<file path="config.mk">
export PLATFORM = sky130hd
export DESIGN_NAME = gpp_port
export DESIGN_NICKNAME = d
export VERILOG_FILES = /design/src/design/gpp_pkg.sv /design/src/design/gpp_pin_if.sv /design/src/design/gpp_port.sv /design/src/design/gpp_sync.sv /design/src/design/gpp_pin.sv
export SDC_FILE = /design/constraint.sdc
export NUM_CORES = 1
export LEC_CHECK = 0
export BUFFER_PORTS_ARGS = -buffer_cell sky130_fd_sc_hd__buf_2
export CAP_MARGIN = 5
export CELL_PAD_IN_SITES_DETAIL_PLACEMENT = 1
export CELL_PAD_IN_SITES_GLOBAL_PLACEMENT = 2
export CORE_ASPECT_RATIO = 1.75
export CORE_MARGIN = 3
export CORE_UTILIZATION = 36
export CTS_CLUSTER_SIZE = 14
export DETAILED_ROUTE_END_ITERATION = 8
export MAX_ROUTING_LAYER = met4
export PLACE_DENSITY_LB_ADDON = 0.3
export SETUP_SLACK_MARGIN = 0.5
export SLEW_MARGIN = 20
export SYNTH_ARGS = -nofsm -noshare
export SYNTH_HDL_FRONTEND = slang
export SYNTH_SLANG_ARGS = --single-unit
</file>
<file path="constraint.sdc">
create_clock -name i_clk -period 3.15 [get_ports i_clk]
set_clock_uncertainty 0.05 [all_clocks]
set_input_delay 0.63 -clock i_clk [delete_from_list [all_inputs] [get_ports i_clk]]
set_output_delay 0.63 -clock i_clk [all_outputs]
set_load 0.005 [all_outputs]
</file>
<file path="src/design/gpp_pkg.sv">
// Constants and types shared by the GPIO port pin block
//
// Overview of operation
// - Up to eight identical pins, one bit each
// - Data write sets pin level unless bypassed
// - Data read returns sensed pin levels
// - Mode 4: slow strong high, else high-Z
// - Mode 7: slow strong low, else high-Z
// - Mode 6: high-Z, digital input switched off
// - Global connection off after reset
// - Global select bypasses data; high-Z feeds input
// - Global select, driving mode: bus drives pin
// - Interrupt on high, low or change
// - Open-drain active-low interrupt, wire-ORed
// - Interrupt from enable and pin condition only
// - Enable with condition true asserts at once
// - Interrupt holds until its condition ends
// - Change mode: data read captures new reference
// - Pin level latched at data read
// - Shared line stays low while any asserts
// - Mode bits from three registers, same position
// - Upper two mode registers reset to ones
// - Modes 0 and 3 mix strong and resistive
// - Mode 1 fast strong, mode 5 slow strong
package gpp_pkg;
    localparam int unsigned PIN_MAX       = 8;
    localparam int unsigned ADDR_W        = 8;
    localparam int unsigned DATA_W        = 32;
    localparam int unsigned STAT_LINE_BIT = 8;
    localparam logic [ADDR_W-1:0] OFS_DATA = 8'h00;
    localparam logic [ADDR_W-1:0] OFS_IE   = 8'h04;
    localparam logic [ADDR_W-1:0] OFS_GS   = 8'h08;
    localparam logic [ADDR_W-1:0] OFS_DM0  = 8'h0C;
    localparam logic [ADDR_W-1:0] OFS_DM1  = 8'h10;
    localparam logic [ADDR_W-1:0] OFS_DM2  = 8'h14;
    localparam logic [ADDR_W-1:0] OFS_IC0  = 8'h18;
    localparam logic [ADDR_W-1:0] OFS_IC1  = 8'h1C;
    localparam logic [ADDR_W-1:0] OFS_STAT = 8'h20;
    localparam logic [7:0] RST_ZERO = 8'h00;
    localparam logic [7:0] RST_ONES = 8'hFF;
    typedef enum logic [2:0] {
        DM_PULL_DN    = 3'h0,
        DM_STRONG     = 3'h1,
        DM_HIZ        = 3'h2,
        DM_PULL_UP    = 3'h3,
        DM_OD_HIGH    = 3'h4,
        DM_SLOW       = 3'h5,
        DM_HIZ_ANALOG = 3'h6,
        DM_OD_LOW     = 3'h7
    } gpp_dm_t;
    typedef enum logic [1:0] {
        IC_OFF    = 2'h0,
        IC_HIGH   = 2'h1,
        IC_LOW    = 2'h2,
        IC_CHANGE = 2'h3
    } gpp_ic_t;
    typedef enum logic [1:0] {
        BUS_IDLE = 2'b01,
        BUS_ACK  = 2'b10
    } gpp_bus_t;
endpackage : gpp_pkg

</file>
<file path="src/design/gpp_pin_if.sv">
// Signals between the port and one pin block
`timescale 1ns/1ps
interface gpp_pin_if;
    import gpp_pkg::*;
    logic    data;
    logic    ie;
    logic    gs;
    gpp_dm_t mode;
    gpp_ic_t imode;
    logic    lvl;
    logic    refv;
    logic    glb_out;
    logic    drv_out;
    logic    drv_oe;
    logic    pull_up;
    logic    pull_dn;
    logic    slow;
    logic    in_en;
    logic    glb_in;
    logic    irq;
    modport port (output data, ie, gs, mode, imode, lvl, refv, glb_out,
                  input  drv_out, drv_oe, pull_up, pull_dn, slow, in_en,
                         glb_in, irq);
    modport pin  (input  data, ie, gs, mode, imode, lvl, refv, glb_out,
                  output drv_out, drv_oe, pull_up, pull_dn, slow, in_en,
                         glb_in, irq);
endinterface : gpp_pin_if

</file>
<file path="src/design/gpp_port.sv">
// GPIO port: APB register file, pin blocks and shared interrupt
//
// Design decisions made here: the placing of the registers and the APB interface to the registers.
`timescale 1ns/1ps
module gpp_port #(
    parameter int unsigned N_PINS = gpp_pkg::PIN_MAX
) (
    input  wire logic                      i_clk,
    input  wire logic                      i_reset,
    input  wire logic [gpp_pkg::ADDR_W-1:0] i_paddr,
    input  wire logic                      i_psel,
    input  wire logic                      i_penable,
    input  wire logic                      i_pwrite,
    input  wire logic [gpp_pkg::DATA_W-1:0] i_pwdata,
    input  wire logic [3:0]                i_pstrb,
    output logic      [gpp_pkg::DATA_W-1:0] o_prdata,
    output logic                           o_pready,
    output logic                           o_pslverr,
    input  wire logic [N_PINS-1:0]         i_pin,
    output logic      [N_PINS-1:0]         o_pin_out,
    output logic      [N_PINS-1:0]         o_pin_oe,
    output logic      [N_PINS-1:0]         o_pin_pull_up,
    output logic      [N_PINS-1:0]         o_pin_pull_dn,
    output logic      [N_PINS-1:0]         o_pin_slow,
    output logic      [N_PINS-1:0]         o_pin_in_en,
    input  wire logic [N_PINS-1:0]         i_glb_out,
    output logic      [N_PINS-1:0]         o_glb_in,
    input  wire logic                      i_irq_line,
    output logic                           o_irq_out,
    output logic                           o_irq_oe
);
    import gpp_pkg::*;

    if (N_PINS < 1 || N_PINS > PIN_MAX) begin : g_bad_pins
        $error("gpp_port: N_PINS must be 1 to 8");
    end

    ////////////////////////////////////////////////////////////////////////
    // Pin and line synchronisers

    logic [N_PINS-1:0] pin_s;
    logic              line_s;

    gpp_sync #(.W(N_PINS)) u_pin_sync (
        .i_clk   (i_clk),
        .i_reset (i_reset),
        .i_d     (i_pin),
        .o_q     (pin_s)
    );

    gpp_sync #(.W(1)) u_line_sync (
        .i_clk   (i_clk),
        .i_reset (i_reset),
        .i_d     (i_irq_line),
        .o_q     (line_s)
    );

    ////////////////////////////////////////////////////////////////////////
    // APB slave

    gpp_bus_t          state;
    gpp_bus_t          next_state;
    logic [DATA_W-1:0] prdata_r;
    logic              pslverr_r;
    logic [DATA_W-1:0] rd_word_w;
    logic [DATA_W-1:0] stat_w;
    logic [N_PINS-1:0] rd_bits_w;
    logic              setup_w;
    logic              done_w;
    logic              wr_w;
    logic              rd_data_w;
    logic              mapped_w;
    logic              hit_data_w;
    logic              hit_ie_w;
    logic              hit_gs_w;
    logic              hit_dm0_w;
    logic              hit_dm1_w;
    logic              hit_dm2_w;
    logic              hit_ic0_w;
    logic              hit_ic1_w;
    logic              hit_stat_w;

    logic [N_PINS-1:0] data_r;
    logic [N_PINS-1:0] ie_r;
    logic [N_PINS-1:0] gs_r;
    logic [N_PINS-1:0] dm0_r;
    logic [N_PINS-1:0] dm1_r;
    logic [N_PINS-1:0] dm2_r;
    logic [N_PINS-1:0] ic0_r;
    logic [N_PINS-1:0] ic1_r;
    logic [N_PINS-1:0] ref_r;
    logic [N_PINS-1:0] irq_r;
    logic [N_PINS-1:0] irq_w;
    logic [N_PINS-1:0] lvl_w;

    assign hit_data_w = (i_paddr == OFS_DATA);
    assign hit_ie_w   = (i_paddr == OFS_IE);
    assign hit_gs_w   = (i_paddr == OFS_GS);
    assign hit_dm0_w  = (i_paddr == OFS_DM0);
    assign hit_dm1_w  = (i_paddr == OFS_DM1);
    assign hit_dm2_w  = (i_paddr == OFS_DM2);
    assign hit_ic0_w  = (i_paddr == OFS_IC0);
    assign hit_ic1_w  = (i_paddr == OFS_IC1);
    assign hit_stat_w = (i_paddr == OFS_STAT);
    assign mapped_w   = hit_data_w | hit_ie_w | hit_gs_w | hit_dm0_w |
                        hit_dm1_w | hit_dm2_w | hit_ic0_w | hit_ic1_w |
                        hit_stat_w;

    assign setup_w   = i_psel & ~i_penable & (state == BUS_IDLE);
    assign done_w    = i_psel & i_penable & (state == BUS_ACK);
    // Only byte lane 0 carries data; other lanes alone write nothing
    assign wr_w      = done_w & i_pwrite & i_pstrb[0] & mapped_w;
    assign rd_data_w = done_w & ~i_pwrite & hit_data_w;

    // Data address reads the pins, never the stored bits
    assign rd_bits_w = hit_data_w ? lvl_w :
                       hit_ie_w   ? ie_r  :
                       hit_gs_w   ? gs_r  :
                       hit_dm0_w  ? dm0_r :
                       hit_dm1_w  ? dm1_r :
                       hit_dm2_w  ? dm2_r :
                       hit_ic0_w  ? ic0_r :
                       hit_ic1_w  ? ic1_r : '0;

    always_comb begin
        stat_w                = '0;
        stat_w[N_PINS-1:0]    = irq_r;
        stat_w[STAT_LINE_BIT] = line_s;
    end

    assign rd_word_w = hit_stat_w ? stat_w : DATA_W'(rd_bits_w);

    always_comb begin
        case (state)
            BUS_IDLE: next_state = setup_w ? BUS_ACK : BUS_IDLE;
            BUS_ACK:  next_state = BUS_IDLE;
            default:  next_state = BUS_IDLE;
        endcase
    end

    // One wait-free access phase; read data frozen at the setup edge
    always_ff @(posedge i_clk) begin
        if (i_reset) begin
            state     <= BUS_IDLE;
            prdata_r  <= '0;
            pslverr_r <= 1'b0;
        end else begin
            state <= next_state;
            if (setup_w) begin
                prdata_r  <= (mapped_w && !i_pwrite) ? rd_word_w : '0;
                pslverr_r <= ~mapped_w;
            end
        end
    end

    assign o_prdata  = prdata_r;
    assign o_pready  = state[1];
    assign o_pslverr = pslverr_r;

    ////////////////////////////////////////////////////////////////////////
    // Configuration registers

    always_ff @(posedge i_clk) begin
        if (i_reset) begin
            data_r <= RST_ZERO[N_PINS-1:0];
        end else if (wr_w && hit_data_w) begin
            data_r <= i_pwdata[N_PINS-1:0];
        end
    end

    always_ff @(posedge i_clk) begin
        if (i_reset) begin
            ie_r <= RST_ZERO[N_PINS-1:0];
        end else if (wr_w && hit_ie_w) begin
            ie_r <= i_pwdata[N_PINS-1:0];
        end
    end

    always_ff @(posedge i_clk) begin
        if (i_reset) begin
            gs_r <= RST_ZERO[N_PINS-1:0];
        end else if (wr_w && hit_gs_w) begin
            gs_r <= i_pwdata[N_PINS-1:0];
        end
    end

    always_ff @(posedge i_clk) begin
        if (i_reset) begin
            dm0_r <= RST_ZERO[N_PINS-1:0];
        end else if (wr_w && hit_dm0_w) begin
            dm0_r <= i_pwdata[N_PINS-1:0];
        end
    end

    // Start every pin in analog high-Z: no crowbar current at power-up
    always_ff @(posedge i_clk) begin
        if (i_reset) begin
            dm1_r <= RST_ONES[N_PINS-1:0];
        end else if (wr_w && hit_dm1_w) begin
            dm1_r <= i_pwdata[N_PINS-1:0];
        end
    end

    always_ff @(posedge i_clk) begin
        if (i_reset) begin
            dm2_r <= RST_ONES[N_PINS-1:0];
        end else if (wr_w && hit_dm2_w) begin
            dm2_r <= i_pwdata[N_PINS-1:0];
        end
    end

    always_ff @(posedge i_clk) begin
        if (i_reset) begin
            ic0_r <= RST_ZERO[N_PINS-1:0];
        end else if (wr_w && hit_ic0_w) begin
            ic0_r <= i_pwdata[N_PINS-1:0];
        end
    end

    always_ff @(posedge i_clk) begin
        if (i_reset) begin
            ic1_r <= RST_ZERO[N_PINS-1:0];
        end else if (wr_w && hit_ic1_w) begin
            ic1_r <= i_pwdata[N_PINS-1:0];
        end
    end

    // Reference equals exactly what the reader was handed
    always_ff @(posedge i_clk) begin
        if (i_reset) begin
            ref_r <= RST_ZERO[N_PINS-1:0];
        end else if (rd_data_w) begin
            ref_r <= prdata_r[N_PINS-1:0];
        end
    end

    ////////////////////////////////////////////////////////////////////////
    // Pin blocks

    for (genvar g = 0; g < N_PINS; g++) begin : g_pin
        gpp_pin_if pif ();
        gpp_dm_t   mode_w;

        assign mode_w       = gpp_dm_t'({dm2_r[g], dm1_r[g], dm0_r[g]});
        assign lvl_w[g]     = pin_s[g] & (mode_w != DM_HIZ_ANALOG);
        assign pif.data     = data_r[g];
        assign pif.ie       = ie_r[g];
        assign pif.gs       = gs_r[g];
        assign pif.mode     = mode_w;
        assign pif.imode    = gpp_ic_t'({ic1_r[g], ic0_r[g]});
        assign pif.lvl      = lvl_w[g];
        assign pif.refv     = ref_r[g];
        assign pif.glb_out  = i_glb_out[g];
        assign o_pin_out[g]     = pif.drv_out;
        assign o_pin_oe[g]      = pif.drv_oe;
        assign o_pin_pull_up[g] = pif.pull_up;
        assign o_pin_pull_dn[g] = pif.pull_dn;
        assign o_pin_slow[g]    = pif.slow;
        assign o_pin_in_en[g]   = pif.in_en;
        assign o_glb_in[g]      = pif.glb_in;
        assign irq_w[g]         = pif.irq;

        gpp_pin u_pin (
            .i_clk   (i_clk),
            .i_reset (i_reset),
            .cfg     (pif.pin)
        );
    end

    ////////////////////////////////////////////////////////////////////////
    // Shared open-drain interrupt

    // Never drives high; the board pull-up makes the released level
    always_ff @(posedge i_clk) begin
        if (i_reset) begin
            irq_r     <= '0;
            o_irq_out <= 1'b0;
            o_irq_oe  <= 1'b0;
        end else begin
            irq_r     <= irq_w;
            o_irq_out <= 1'b0;
            o_irq_oe  <= |irq_w;
        end
    end

    ////////////////////////////////////////////////////////////////////////
    // Assertions

    gpp_dm_t mode0_w;
    assign mode0_w = gpp_dm_t'({dm2_r[0], dm1_r[0], dm0_r[0]});
endmodule : gpp_port

</file>
<file path="src/design/gpp_sync.sv">
// Two-flop synchroniser for pin-side levels
`timescale 1ns/1ps
module gpp_sync #(
    parameter int unsigned W = 1
) (
    input  wire logic         i_clk,
    input  wire logic         i_reset,
    input  wire logic [W-1:0] i_d,
    output logic      [W-1:0] o_q
);
    logic [W-1:0] meta;

    always_ff @(posedge i_clk) begin
        if (i_reset) begin
            meta <= '0;
            o_q  <= '0;
        end else begin
            meta <= i_d;
            o_q  <= meta;
        end
    end
endmodule : gpp_sync

</file>
<file path="src/design/gpp_pin.sv">
// One pin block: drive decode, global bypass, interrupt condition
`timescale 1ns/1ps
module gpp_pin (
    input  wire logic i_clk,
    input  wire logic i_reset,
    gpp_pin_if.pin    cfg
);
    import gpp_pkg::*;

    logic eff_w;
    logic cond_w;
    logic next_oe;
    logic next_pu;
    logic next_pd;
    logic next_slow;

    // Bypass swaps the stored bit for the global output bus
    assign eff_w = cfg.gs ? cfg.glb_out : cfg.data;

    always_comb begin
        next_oe   = 1'b0;
        next_pu   = 1'b0;
        next_pd   = 1'b0;
        next_slow = 1'b0;
        case (cfg.mode)
            DM_PULL_DN: begin
                next_oe = eff_w;
                next_pd = ~eff_w;
            end
            DM_STRONG: begin
                next_oe = 1'b1;
            end
            DM_PULL_UP: begin
                next_oe = ~eff_w;
                next_pu = eff_w;
            end
            DM_OD_HIGH: begin
                next_oe   = eff_w;
                next_slow = 1'b1;
            end
            DM_SLOW: begin
                next_oe   = 1'b1;
                next_slow = 1'b1;
            end
            DM_OD_LOW: begin
                next_oe   = ~eff_w;
                next_slow = 1'b1;
            end
            default: begin
                next_oe = 1'b0;
            end
        endcase
    end

    always_comb begin
        case (cfg.imode)
            IC_HIGH:   cond_w = cfg.lvl;
            IC_LOW:    cond_w = ~cfg.lvl;
            IC_CHANGE: cond_w = cfg.lvl ^ cfg.refv;
            default:   cond_w = 1'b0;
        endcase
    end

    // Level, not edge: releases as soon as the cause is gone
    assign cfg.irq = cfg.ie & cond_w;

    always_ff @(posedge i_clk) begin
        if (i_reset) begin
            cfg.drv_out <= 1'b0;
            cfg.drv_oe  <= 1'b0;
            cfg.pull_up <= 1'b0;
            cfg.pull_dn <= 1'b0;
            cfg.slow    <= 1'b0;
            cfg.in_en   <= 1'b0;
            cfg.glb_in  <= 1'b0;
        end else begin
            cfg.drv_out <= eff_w;
            cfg.drv_oe  <= next_oe;
            cfg.pull_up <= next_pu;
            cfg.pull_dn <= next_pd;
            cfg.slow    <= next_slow;
            cfg.in_en   <= (cfg.mode != DM_HIZ_ANALOG);
            cfg.glb_in  <= cfg.gs & (cfg.mode == DM_HIZ) & cfg.lvl;
        end
    end
endmodule : gpp_pin

</file>
* After elaboration in Yosys (flattened, before gate mapping)
Index checks and enable logic that the tools add are counted.
W data, S select, Z words.
** Operators by class
- Eq/ne operators :: 90
- Mux-type cells :: 43
- Bitwise logic cells :: 93
- Reductions and logical operators :: 69
** Operators with widths (count)
- $reduce_or A2 Y1 :: 41
- $eq A3 B3 Y1 const B :: 24
- $mux W8 :: 8
- $eq A3 B2 Y1 const B :: 16
- $pmux W1 S3 :: 16
- $and A1 B1 Y1 :: 41
- $not A1 Y1 :: 36
- $eq A2 B2 Y1 const B :: 17
- $eq A8 B5 Y1 const B :: 4
- $eq A3 B1 Y1 const B :: 8
- $logic_not A3 Y1 :: 8
- $ne A3 B3 Y1 const B :: 8
- $reduce_or A3 Y1 :: 8
- $eq A2 B1 Y1 const B :: 9
- $mux W9 :: 2
- $eq A8 B4 Y1 const B :: 2
- $mux W1 :: 16
- $logic_and A1 B1 Y1 :: 9
- $eq A8 B3 Y1 const B :: 1
- $eq A8 B6 Y1 const B :: 1
- $logic_not A8 Y1 :: 1
- $or A1 B1 Y1 :: 8
- $reduce_or A8 Y1 :: 1
- $xor A1 B1 Y1 :: 8
- other kinds (2) :: 2
** Storage, ports and cells
- Register bits after elaboration :: 190
- Input port bits :: 66
- Output and inout bits :: 92
- Word-level logic and storage cells :: 369

* Longest topological paths before layout
Gate-level depths: netlist of the first run.
- Depth after elaboration :: 11
- Gate-level depth with buffers :: 8
- Depth with buffers taken out :: 5

* By module
A second synthesis of the first run with hierarchy kept.
** Second synthesis, totals
- Cell total of the unflattened synthesis :: 772
- Area total of the unflattened synthesis :: 7315.8 µm²
** Modules (own cells, without submodules)
- gpp_port :: times used 1, cells an instance 527, area an instance 4787.1 µm², sequential area each 1861.8 µm²
- gpp_pin :: times used 8, cells an instance 26, area an instance 251.5 µm², sequential area each 140.1 µm²
- gpp_sync at u_pin_sync :: times used 1, cells an instance 33, area an instance 464.2 µm², sequential area each 320.3 µm²
- gpp_sync at u_line_sync :: times used 1, cells an instance 4, area an instance 52.6 µm², sequential area each 40.0 µm²

* Worst setup path after synthesis of the first run
Ideal clock, no wire load.
- Path type :: in2reg
- Start point :: input i_paddr[1] (netlist name)
- End point :: register ic0_r[0]
- Setup time :: 0.128 ns
- Arrival time :: 2.177 ns
- Required time :: 2.972 ns
- Setup slack :: 0.796 ns
- Cell stages on the path :: 7
- Path buffers :: 2
- Cell sequence :: or4_4 buf_6 nor3b_2 buf_4 nand3_2 mux2i_1 nor2_1
** On the way
- Cells in the longest elaborated chain, start to end :: 11
- Elaborated cells on any way between the ends :: 19
- Those cells by class :: eq/ne (8); bitwise (9); reduce/logical (2)
** RTL lines
- from (decl) :: RTL line gpp_port.sv:10 : input wire logic [gpp_pkg::ADDR_W-1:0] i_paddr,
- $eq A8 B3 Y1 / $logic_not A8 Y1 (equally long branches) :: RTL line gpp_port.sv:97, gpp_port.sv:96
- $or A1 B1 Y1 (4 in a row) :: RTL line gpp_port.sv:105 : assign mapped_w = hit_data_w | hit_ie_w | hit_gs_w | hit_dm0_w |
- $or A1 B1 Y1 (4 in a row) :: RTL line gpp_port.sv:106 : hit_dm1_w | hit_dm2_w | hit_ic0_w | hit_ic1_w |
- $and A1 B1 Y1 :: RTL line gpp_port.sv:112 : assign wr_w = done_w & i_pwrite & i_pstrb[0] & mapped_w;
- $logic_and A1 B1 Y1 * :: RTL line gpp_port.sv:215 : end else if (wr_w && hit_ic0_w) begin
- to (signal assigned) :: RTL line gpp_port.sv:214 : ic0_r <= RST_ZERO[N_PINS-1:0];
- to (signal assigned) :: RTL line gpp_port.sv:216 : ic0_r <= i_pwdata[N_PINS-1:0];
- to (decl) :: RTL line gpp_port.sv:89 : logic [N_PINS-1:0] ic0_r;
Every way passes the cells marked *; elsewhere a longest branch is shown, timed or not.
A chain may end at the register's enable or synchronous reset.

* Worst setup path in the final report of the first run
- Start point :: input i_paddr[1] (netlist name)
- End point :: register dm2_r[2]
** On the way
- Cells in the longest elaborated chain, start to end :: 11
- Elaborated cells on any way between the ends :: 19
- Those cells by class :: eq/ne (8); bitwise (9); reduce/logical (2)
** RTL lines
- $eq A8 B3 Y1 / $logic_not A8 Y1 (equally long branches) :: RTL line gpp_port.sv:97, gpp_port.sv:96
- $or A1 B1 Y1 (4 in a row) :: RTL line gpp_port.sv:105
- $or A1 B1 Y1 (4 in a row) :: RTL line gpp_port.sv:106
- $and A1 B1 Y1 :: RTL line gpp_port.sv:112
- $logic_and A1 B1 Y1 * :: RTL line gpp_port.sv:207 : end else if (wr_w && hit_dm2_w) begin
- to (signal assigned) :: RTL line gpp_port.sv:206 : dm2_r <= RST_ONES[N_PINS-1:0];
- to (signal assigned) :: RTL line gpp_port.sv:208 : dm2_r <= i_pwdata[N_PINS-1:0];
- to (decl) :: RTL line gpp_port.sv:88 : logic [N_PINS-1:0] dm2_r;
Marks and branches as above.

==> out/results.txt, run 1 <==
For this design the top-level I/O count stands at 158. The fraction of the mapped netlist area in simple logic gates is 0.216, and the data arrival time of the critical path is 2.70 ns. The final cell utilization of the core is 0.410, and the final critical-path share of the clock period is 0.774. The complex-gate fraction of the synthesized area works out to 0.0789. By area, the combinational part of the netlist is dominated by simple AND/OR/NAND/NOR gates. The floorplan has 68 rows. The worst path in the final design needs a cycle of 2.44 ns, including I/O delays and setup. The tool flagged a number of max-cap violations equal to 0.

TritonCTS built the clock tree. The mapped netlist covers 7260 µm². Number of antenna violations at the first check in global routing: 0. Dividing the detail-routed via count by the number of cells gives 5.03. The die footprint came out at 22000 µm². Dividing the synthesized area by the synthesized cell count gives 9.83 µm².

Hold timing on the final database bottoms out at a slack of 0.365 ns. For the number of global-route vias before repair, the log shows 5425. The wire length of the first global-routing pass is 29.3 mm, and the weighted congestion at the end of routability-driven global placement is 0.819. Data on the critical path is required at its endpoint by 3.41 ns.

The run finished with clean final reports. Synthesis produced 739 cells. In this run, CTS created clock tree buffers numbering 17. The total area inside the core boundary comes to 19700 µm².

Buffers added to address setup during post-CTS repair amount to 0. The clock transition at the register clock pins on the worst setup and hold paths after CTS works out to 0.07 ns. After synthesis the netlist holds a flip-flop and latch count of 167. The root buffer cell chosen for the clock tree is clkbuf_16. The run gives 0 as the number of DRC violations after detailed routing. The average wire per standard cell works out to 17.8 µm. The run gives 2252 as the count of filler cells inserted in the layout. Along the worst path, the maximum fanout reaches 11. The initial detailed-routing violation count is 181.

The tools report the kind of launch point of the worst setup path as a primary input. The async set-or-reset flop fraction in the synthesized netlist came out at 0. The critical path is of the in -> reg type. The logs give 18.3 mm for the overall routed net length and 309 µV for the largest voltage drop on the vdd net. The logs give 0 for the post-cts resize count and 3.72 nW for the leakage dissipation. For this run, the post-layout net count is 839. Setup violations remaining at the end of the flow were counted as 0. During placement, the flow inserted port buffers numbering 106. Timing would allow up to 410 MHz. Setup repair after global routing left no endpoint under its margin. The number of enable-type register cells in the synthesized netlist is 0, and the multiplexer share of the synthesized area is 0.135.

The floorplan die width is 113 µm. The antenna diode count is 0. The element type at the critical path end was a flip-flop.

The count of nets left with antenna violations once routing finished came out at 0. The worst hold path belongs to the class in -> reg. The count of non-filler cells in the finished layout is 1031, and the placed wire-length estimate after detailed placement is 13.7 mm. Xor-xnor portion of the synthesized cell area: 0. After routing, the total negative slack on setup checks comes to 0 ns. The adder-cell share of the synthesized area is 0, and the number of levels the H-tree was split into is 4. The count of warnings emitted by yosys is 0, and the total number of vias is 5181.

The floorplan die height is 194 µm, and the sequential area share after synthesis is 0.460. The logs give 0 for the total congestion overflow after global routing and 4 for the first-pass detailed-route iteration total. At the later pin of the worst-skew pair, clock insertion delay measures 0.42 ns. The run gives 0.174 as the overall global routing resource usage.

The clock passes through at most 2 buffers. The power density normalized to cell area is 546 nW/µm², and the starting density of the core is 0.368. Relative max-transition margin: 0.492.

The number of hold buffers added after CTS was 0. In this run, placement finished with an instance count of 999. From synthesis to final layout, the design area changed by 11.3%.

At the pin with the least slew margin, the transition time is 0.759 ns. In the synthesized netlist the dominant register cell turns out to be dfxtp_1. The setup slack of the critical path after layout was 0.712 ns; the final max-slew violation count was 0. Proportion of layout cells with a drive suffix above 1: 0.235. The number of distinct library cells after synthesis was 48; the clock sink count was 167. For the minimum setup slack after placement, the log shows 0.266 ns. The logs give 0 for the number of hold violations in the final report and 143 for the pin count of the biggest net entering global routing.
[stage by stage]
stage / total power, mW / instance area (µm²)
4_1_cts: 4.47 / 8090
3_5_place_dp: 2.34 / 7480
2_1_floorplan: 2.30 / 7350
3_3_place_gp: 2.34 / 7480
5_1_grt: 4.55 / 8090
6_report: 4.41 / 8090
[final cells by class]
class,count,area [µm²],area share
inverters,2,7.51,0.000929
clock buffers,19,443,0.0548
flip-flops and latches,167,3340,0.413
multi-input cells,470,3210,0.397
well taps,245,307,0.0379
repair buffers,115,613,0.0758
clock inverters,13,163,0.0201
[metal layers]
layer	up-vias	GRT usage	wire (µm)
li1	2529	-	-
met1	2519	0.197	7770
met2	108	0.303	9490
met3	25	0.0309	633
met4	0	0.0624	422
met5	-	-	0
[where the power goes]
part	leakage [nW]	switching (mW)	internal (mW)	total, mW
logic	2.08	0.109	0.0558	0.165
registers	1.35	0.00422	2.12	2.13
clock network	0.292	0.906	1.21	2.12
[cells by family after synthesis]
logic type | Yosys count
AOI/OAI and AO/OA | 80
buffers and inverters | 125
DFF | 167
other | 1
and+or+nand+nor | 279
muxes | 87
[placed cells by master, fill, tap and decap left out, types with 8 or more instances in the layout]
cell,synthesis,layout
buf_2,3,105
mux2i_1,71,71
nor2_1,95,95
nand3_1,11,11
a21oi_1,17,17
nand3b_1,9,9
nor2b_1,41,41
mux4_2,8,8
dfxtp_1,167,167
conb_1,1,24
mux2_2,8,8
and4_1,16,16
buf_4,82,9
clkbuf_16,0,17
nor3b_1,9,9
a211oi_1,11,11
o21ai_0,15,15
a21bo_2,8,8
nand2b_1,17,17
or3_1,9,9
nor4b_1,9,9
nand2_1,42,42
[critical path, stage by stage]
cell	delay, ns
buf_2	0.17
or4_4	0.65
nor3b_2	0.48
nand3_2	0.42
mux2i_1	0.27
nand2b_1	0.08
[registers in the layout (all words and copies together) (netlist names), 2 cells and up]
signal                   cells
g_pin.u_pin.cfg.drv_out      8
ic1_r                        8
o_prdata                     9
ie_r                         8
u_pin_sync.o_q               8
gs_r                         8
ic0_r                        8
g_pin.u_pin.cfg.pull_up      8
g_pin.u_pin.cfg.glb_in       8
g_pin.u_pin.cfg.pull_dn      8
g_pin.u_pin.cfg.slow         8
dm1_r                        8
state                        2
dm0_r                        8
data_r                       8
g_pin.u_pin.cfg.drv_oe       8
u_pin_sync.meta              8
irq_r                        8
ref_r                        8
g_pin.u_pin.cfg.in_en        8
dm2_r                        8
[cells in the mapped netlist, types with 11 or more instances]
cell type,instances,share of area
a21oi_1,17,0.012
and4_1,16,0.019
nor2b_1,41,0.035
o21ai_0,15,0.010
nand2_1,42,0.022
buf_4,82,0.085
a211oi_1,11,0.011
mux2i_1,71,0.098
dfxtp_1,167,0.46
clkbuf_1,33,0.017
nor2_1,95,0.049
nand2b_1,17,0.015
nand3_1,11,0.0076
[final timing paths]
path / from / depth (start not counted) / end / slack [ns]
max: i_paddr[1] / 6 / dm2_r[2]$_SDFFE_PP1P_ / 0.71
min: i_pin[7] / 2 / u_pin_sync.meta[7]$_SDFF_PP0_ / 0.37
max reg2reg: state[0]$_SDFF_PP1_ / 5 / ie_r[1]$_SDFFE_PP0P_ / 1.05
min reg2reg: u_pin_sync.meta[4]$_SDFF_PP0_ / 1 / u_pin_sync.o_q[4]$_SDFF_PP0_ / 0.39
Note: power is estimated with default switching activity, not from simulation.
==> inputs of run 2 (changes only) <==
--- a/config.mk
+++ b/config.mk
@@ -11,7 +11,7 @@
 export CELL_PAD_IN_SITES_GLOBAL_PLACEMENT = 2
 export CORE_ASPECT_RATIO = 1.75
 export CORE_MARGIN = 3
-export CORE_UTILIZATION = 36
+export CORE_UTILIZATION = 33
 export CTS_CLUSTER_SIZE = 14
 export DETAILED_ROUTE_END_ITERATION = 8
 export MAX_ROUTING_LAYER = met4
==> constraint.sdc (replaced) <==
create_clock -name i_clk -period 2.4 [get_ports i_clk]
set_clock_uncertainty 0.05 [all_clocks]
set_input_delay 0.48 -clock i_clk [delete_from_list [all_inputs] [get_ports i_clk]]
set_output_delay 0.48 -clock i_clk [all_outputs]
set_load 0.005 [all_outputs]
==> run 2 against run 1 <==
Compared with the run above:
- clock-buffer cell count grew 1
- critical path depth grew 1
- combinational power grew 50%
- flip-flop and latch count is the same
- first-iteration DRC count grew 9.9%
- critical path type unchanged
- critical endpoint is now o_prdata[4]$_SDFFE_PP0P_
- largest power group is now the clock network
==> out/results.txt, run 2 (synthesis results as in run 1) <==
The antenna diode count is 0 (unchanged). The mean number of vias per cell is 4.79 (-4.6%), and the final-stage net count is 856 (+2.0%). The final critical-path share of the clock period is 0.802.

The overall routed net length is 19.2 mm (+4.8%). The proportion of layout cells with a drive suffix above 1 was 0.271 (+0.0361). The library cell used as clock root buffer was clkbuf_16. The tools report the core footprint as 21600 µm² (+9.4%). In the layout the commonest cells are dfxtp_1 (167), buf_2 (103), nor2_1 (94), mux2i_1 (68), nand2_1 (42). The total chip power came out at 5.92 mW (+34%). The setup TNS is 0 ns (unchanged).

The clock transition at the register clock pins on the worst setup and hold paths after CTS was 0.07 ns (about the same). Highest attainable clock frequency: 519 MHz. The relative max-transition margin was 0.428 (-0.0641); the number of violations of the max-capacitance limit was 0 (unchanged). The run gives 0.336 (-0.0315) as the starting density of the core. The transition time at the pin with the least slew margin is 0.854 ns (+0.0957 ns).

The overall global routing resource usage came out at 0.169 (-0.00531). The worst setup path is of the in -> reg kind. The floorplan die height is 202 µm (+4.3%), and the initial detailed-routing violation count is 199 (+9.9%). The library cell used most frequently in the layout, excluding fill and tap cells, is dfxtp_1. The logs give 0 (unchanged) for the number of hold violations in the final report and 0.396 (-0.0141) for the final cell utilization of the core. The run gives 2.25 ns (-0.45 ns) as the data arrival time of the critical path. The number of buffer cells added on primary ports was 106 (unchanged); the clock sink count was 167 (unchanged). The logs give 0.43 ns (about the same) for the insertion delay to the later sink of the worst-skew pair and 0 (unchanged) for the total of endpoints with negative setup slack in the final report.

For the total number of vias, the log shows 5249 (+1.3%). The floorplan die width was 118 µm (+4.2%). The number of DRC violations after detailed routing came out at 0 (unchanged).

For the total clock buffers created by CTS, the log shows 17 (unchanged). The startpoint identified for the worst register-to-register timing path is dm1_r[5]$_SDFFE_PP1P_. The classification of the worst-slack hold path is in -> reg. The power density normalized to cell area was 693 nW/µm² (+27%); the leakage dissipation was 3.83 nW (+2.8%).

The number of levels the H-tree was split into was 4 (unchanged). For the weighted congestion at the end of routability-driven global placement, the log shows 0.832 (+1.6%). The startpoint of the tightest hold check path is i_pin[7]. The maximum root-to-sink buffer count is 2 (unchanged). The number of buffers inserted by hold repair at cts was 0 (unchanged); the count of boundary I/O pins was 158 (unchanged).

The logs give 0 (unchanged) for the number of antenna violations at the first check in global routing and 0 (unchanged) for the post-detailed-route count of antenna-violating nets. The total congestion overflow after global routing was 0 (unchanged); the final max-slew violation count was 0 (unchanged). The pin count of the biggest net entering global routing came out at 142 (-0.70%).

Counting I/O delays and the setup requirement, the final critical path takes 1.93 ns. TritonCTS built the clock tree. The logs give 23900 µm² (+8.7%) for the die footprint and 4 (unchanged) for the first-pass detailed-route iteration total. The peak fanout along the critical path works out to 9 (-2). The run finished with clean final reports.

For the largest voltage drop on the vdd net, the log shows 458 µV (+48%). The wire length of the first global-routing pass is 30.7 mm (+5.0%). The run gives 71 (+4.4%) as the number of standard-cell rows in the floorplan. The worst setup path is captured at a flip-flop. The number of flip-flops in the largest register was 9 (unchanged). Setup repair after global routing could not meet its margin everywhere.

The most critical setup path has its startpoint at i_paddr[7]. The required time of the worst setup path was 2.72 ns (-0.69 ns); the average wire per standard cell was 17.5 µm (-1.3%). The worst setup path is launched from a primary input. The number of global-route vias before repair is 5553 (+2.4%), and the synthesis-to-layout area growth is 17.6%. The tools report the placed wire-length estimate after detailed placement as 14.6 mm (+6.2%).
run 2: metrics by stage:
stage | hold slack (ns) | cells | setup slack, ns | instance area, µm²
3_3_place_gp | 0.371 | 1059 | -0.000971 | 7780
6_report | 0.205 | 1095 | 0.475 | 8540
5_1_grt | 0.199 | 1095 | 0.427 | 8540
3_5_place_dp | 0.386 | 1059 | -0.0310 | 7780
2_1_floorplan | 0.364 | 762 | 0.232 | 7480
4_1_cts | 0.188 | 1093 | 0.489 | 8430
run 2: power by group:
group          switching, mW  internal [mW]
Clock                   1.17           1.71
Combinational          0.159         0.0883
Sequential           0.00499           2.79
Total                   1.33           4.58
run 2: final cells by class:
class | instances | area [µm²]
Multi-Input combinational cell | 470 | 3380
Clock buffer | 20 | 457
Inverter | 2 | 7.51
Timing Repair Buffer | 132 | 818
Tap cell | 292 | 365
Sequential cell | 167 | 3340
Fill cell | 2446 | 13000
Clock inverter | 12 | 165
run 2: timing repair:
item / 4_1_cts / 5_1_grt
pin swaps: 2 / 3
gates resized for setup: 1 / 17
buffers inserted: 2 / 2
endpoints found under the setup margin: 18 / 29
run 2: metal layers:
layer  part of all wire  global-route usage
met1               0.41               0.181
met2               0.54               0.306
met3              0.036              0.0381
met4              0.016              0.0545
met5                  0                   -
run 2: final timing paths:
kind / to / slack [ns] / cells after the start
setup reg to reg: o_prdata[5]$_SDFFE_PP0P_ / 0.53 / 5
hold reg to reg: u_pin_sync.o_q[7]$_SDFF_PP0_ / 0.40 / 1
setup / recovery: o_prdata[4]$_SDFFE_PP0P_ / 0.47 / 7
hold / removal: u_pin_sync.meta[7]$_SDFF_PP0_ / 0.20 / 2
run 2: worst max-delay path: stages:
cell and delay [ns]:
buf_6 0.09, or4_4 0.63, a21oi_4 0.15, or3b_4 0.40, buf_12 0.16, a221oi_2 0.19, a221o_1 0.14
==> inputs of run 3 (changes only) <==
==> constraint.sdc (replaced) <==
create_clock -name i_clk -period 1.9 [get_ports i_clk]
set_clock_uncertainty 0.05 [all_clocks]
set_input_delay 0.38 -clock i_clk [delete_from_list [all_inputs] [get_ports i_clk]]
set_output_delay 0.38 -clock i_clk [all_outputs]
set_load 0.005 [all_outputs]
==> run 3 against run 2 <==
Compared with the run above:
- largest cell class unchanged
- cell count rose by 3.4%
- design area rose by 7.3%
- sequential share of layout area fell by 2.4 points
- total power rose by 27%
- register-to-register slack got worse by 0.38 ns
- highest routed layer unchanged
- clock-buffer cell count did not move
==> out/results.txt, run 3 (synthesis results as in run 1) <==
The flow ran to the end, and the final reports show no timing, DRC or antenna violations. Family with the most delay on the worst path: simple AND/OR/NAND/NOR gates. The average wire per standard cell came out at 17.4 µm (-0.63%). The kind of launch point of the worst setup path is a primary input. Total of endpoints with negative setup slack in the final report: 0 (unchanged). The tightest min-delay check is of the in -> reg type. Setup repair after global routing could not meet its margin everywhere. Leaving out fill and tap cells, the most frequent cells in the layout are dfxtp_1 (152), buf_2 (103), nor2_1 (94), mux2i_1 (64), buf_4 (46). The final critical-path share of the clock period was 0.944.

The worst setup path is captured at a flip-flop. For the setup slack of the critical path after layout, the log shows 0.106 ns (-0.368 ns). Power density normalized to cell area: 820 nW/µm² (+18%). The tools report the die footprint as 23900 µm² (unchanged). Clock transition at the register clock pins on the worst setup and hold paths after CTS: 0.07 ns (about the same). Number of global-route vias before repair: 5795 (+4.4%).

The logs give 0 (unchanged) for the number of violations of the max-capacitance limit and 2 (unchanged) for the maximum root-to-sink buffer count. The minimum setup slack after placement was -0.361 ns (-0.330 ns); the count of buffering cells on the critical path with inverters included was 2 (unchanged). The number of hold violations in the final report was 0 (unchanged); the routed length on met2 was 10.7 mm (+2.9%).

The register share of total power is 0.470 (-0.002), and the synthesis-to-layout area growth is 26.2%. The overall global routing resource usage is 0.173 (+0.00483). The number of flip-flops in the largest register is 9 (unchanged). The critical-path cell with the highest stage delay was or4_4. For this run, the top clock speed supported by timing is 558 MHz.

The required time of the worst setup path is 2.21 ns (-0.51 ns). The weighted congestion at the end of routability-driven global placement is 0.838 (+0.69%), and the initial detailed-routing violation count is 251 (+26%). The run gives 893 (+4.3%) as the final-stage net count. The floorplan die width was 118 µm (unchanged); the total number of vias was 5440 (+3.6%). Number of levels the H-tree was split into: 4 (unchanged). The proportion of layout cells with a drive suffix above 1 was 0.360 (+0.0880).

The core footprint came out at 21600 µm² (unchanged). The post-route met1 wirelength is 8.08 mm (+3.7%), and the placed wire-length estimate after detailed placement is 15.0 mm (+2.9%). For the count of boundary I/O pins, the log shows 158 (unchanged).

The library cell used most frequently in the layout, excluding fill and tap cells, is dfxtp_1. The overall routed net length is 19.7 mm (+2.7%). The logs give 0 (unchanged) for the antenna diode count and 0 (unchanged) for the total congestion overflow after global routing. The final design instance area without fill was 9160 µm² (+7.3%).

Instance area after placement: 8080 µm² (+3.8%). Number of DRC violations after detailed routing: 0 (unchanged). The critical path is of the in -> reg type. Insertion delay to the later sink of the worst-skew pair: 0.43 ns (about the same).

The largest voltage drop on the vdd net was 499 µV (+9.0%); the shortest period the worst path allows was 1.79 ns. The share of total power in combinational logic came out at 0.045 (+0.003). The pin count of the biggest net entering global routing was 105 (-26%); the post-detailed-route count of antenna-violating nets was 0 (unchanged). The total clock buffers created by CTS was 17 (unchanged); the wire length of the first global-routing pass was 31.8 mm (+3.4%).

The number of buffer cells added on primary ports is 106 (unchanged), and the net load switching power is 1.66 mW (+25%). The first-pass detailed-route iteration total was 4 (unchanged). CTS placed an instance of clkbuf_16 at the clock tree root. The total met3 wirelength after detailed routing was 595 µm (-15%); the peak fanout along the critical path was 9 (unchanged). The starting density of the core is 0.336 (unchanged). TritonCTS built the clock tree. The logs give 0 ns (unchanged) for the setup TNS and 0.486 (about the same) for the clock group share of total power. The clock sink count was 167 (unchanged).

The floorplan die height was 202 µm (unchanged). Routed signal wires occupy layers up through met4. The library cell appearing most often on the critical path is buf_6. The leakage dissipation was 4.13 nW (+8.1%).

The run gives 0 (unchanged) as the number of antenna violations at the first check in global routing. The mean number of vias per cell came out at 4.81 (+0.25%). The cell-internal power was 5.85 mW (+28%); the data arrival time of the critical path was 2.10 ns (-0.15 ns). The switching portion of total power came out at 0.221 (-0.00380). Walking the worst path, the cells encountered are buf_6 -> or4_4 -> a21oi_2 -> or3b_1 -> buf_6 -> a221oi_2 -> a221o_1.

The maximum cell stage delay along the critical path was 0.60 ns (-0.03 ns). The final max-slew violation count was 0 (unchanged). Number of standard-cell rows in the floorplan: 71 (unchanged).
## run 3: changes by cell type in the layout (fill, tap and decap cells not counted), moves of 6 or more
cell     change
a21bo_2      -6
a21bo_4      +6
buf_12       +6
buf_4       +28
dfxtp_1     -15
dfxtp_2     +14
nand2_1     -13
nand2_2     +13
nor2b_1      -8
nor2b_4      +8
## run 3: what timing repair did
action / CTS / global route
hold buffers: 0 / 0
setup endpoints to repair: 98 / 92
endpoints found under the hold margin: 0 / 0
pin swaps: 23 / 13
resized for setup: 56 / 27
cloned: 1 / 0
setup buffers: 5 / 6
## run 3: metrics by stage
step	power, mW	util	instances	hold WS (ns)
after floorplan	3.83	-	762	0.364
after global placement	3.92	0.374	1088	0.371
after detailed placement	3.93	0.374	1088	0.383
after CTS	7.62	0.418	1126	0.0917
after global routing	7.80	0.424	1132	0.111
final	7.51	0.424	1132	0.114
## run 3: final timing paths
path                                    to  slack, ns  cells after the start                           from
min reg2reg   u_pin_sync.o_q[5]$_SDFF_PP0_       0.40                      1  u_pin_sync.meta[5]$_SDFF_PP0_
min          u_pin_sync.meta[7]$_SDFF_PP0_       0.11                      2                       i_pin[7]
max reg2reg       o_prdata[0]$_SDFFE_PP0P_       0.15                      5          dm1_r[0]$_SDFFE_PP1P_
max               o_prdata[1]$_SDFFE_PP0P_       0.11                      7                     i_paddr[6]
## run 3: worst reg2reg max path: stages (launching register included)
cell	delay, ns
dfxtp_4	0.34
or3_1	0.37
mux4_2	0.47
nand2_2	0.09
a221oi_2	0.05
a221o_1	0.26
## run 3: power by group through the flow
| stage | Sequential, mW | Clock, mW | Combinational, mW |
|---|---|---|---|
| 3_5_place_dp | 3.61 | 0 | 0.327 |
| 3_3_place_gp | 3.61 | 0 | 0.317 |
| 2_1_floorplan | 3.60 | 0 | 0.228 |
| 4_1_cts | 3.53 | 3.75 | 0.336 |
| 5_1_grt | 3.53 | 3.91 | 0.365 |
| 6_report | 3.53 | 3.65 | 0.334 |
## run 3: metal layers
layer / vias to the layer above / GRT usage
met2: 118 / 0.310
met4: 0 / 0.0662
met5: - / -
li1: 2635 / -
met3: 24 / 0.0319
met1: 2663 / 0.189
## run 3: cell type report
type	count	area [µm²]
inverters	2	7.51
well taps	292	365
repair buffers	169	1200
clock buffers	20	467
flip-flops and latches	167	3360
fillers	2438	12400
multi-input cells	470	3600
clock inverters	12	164
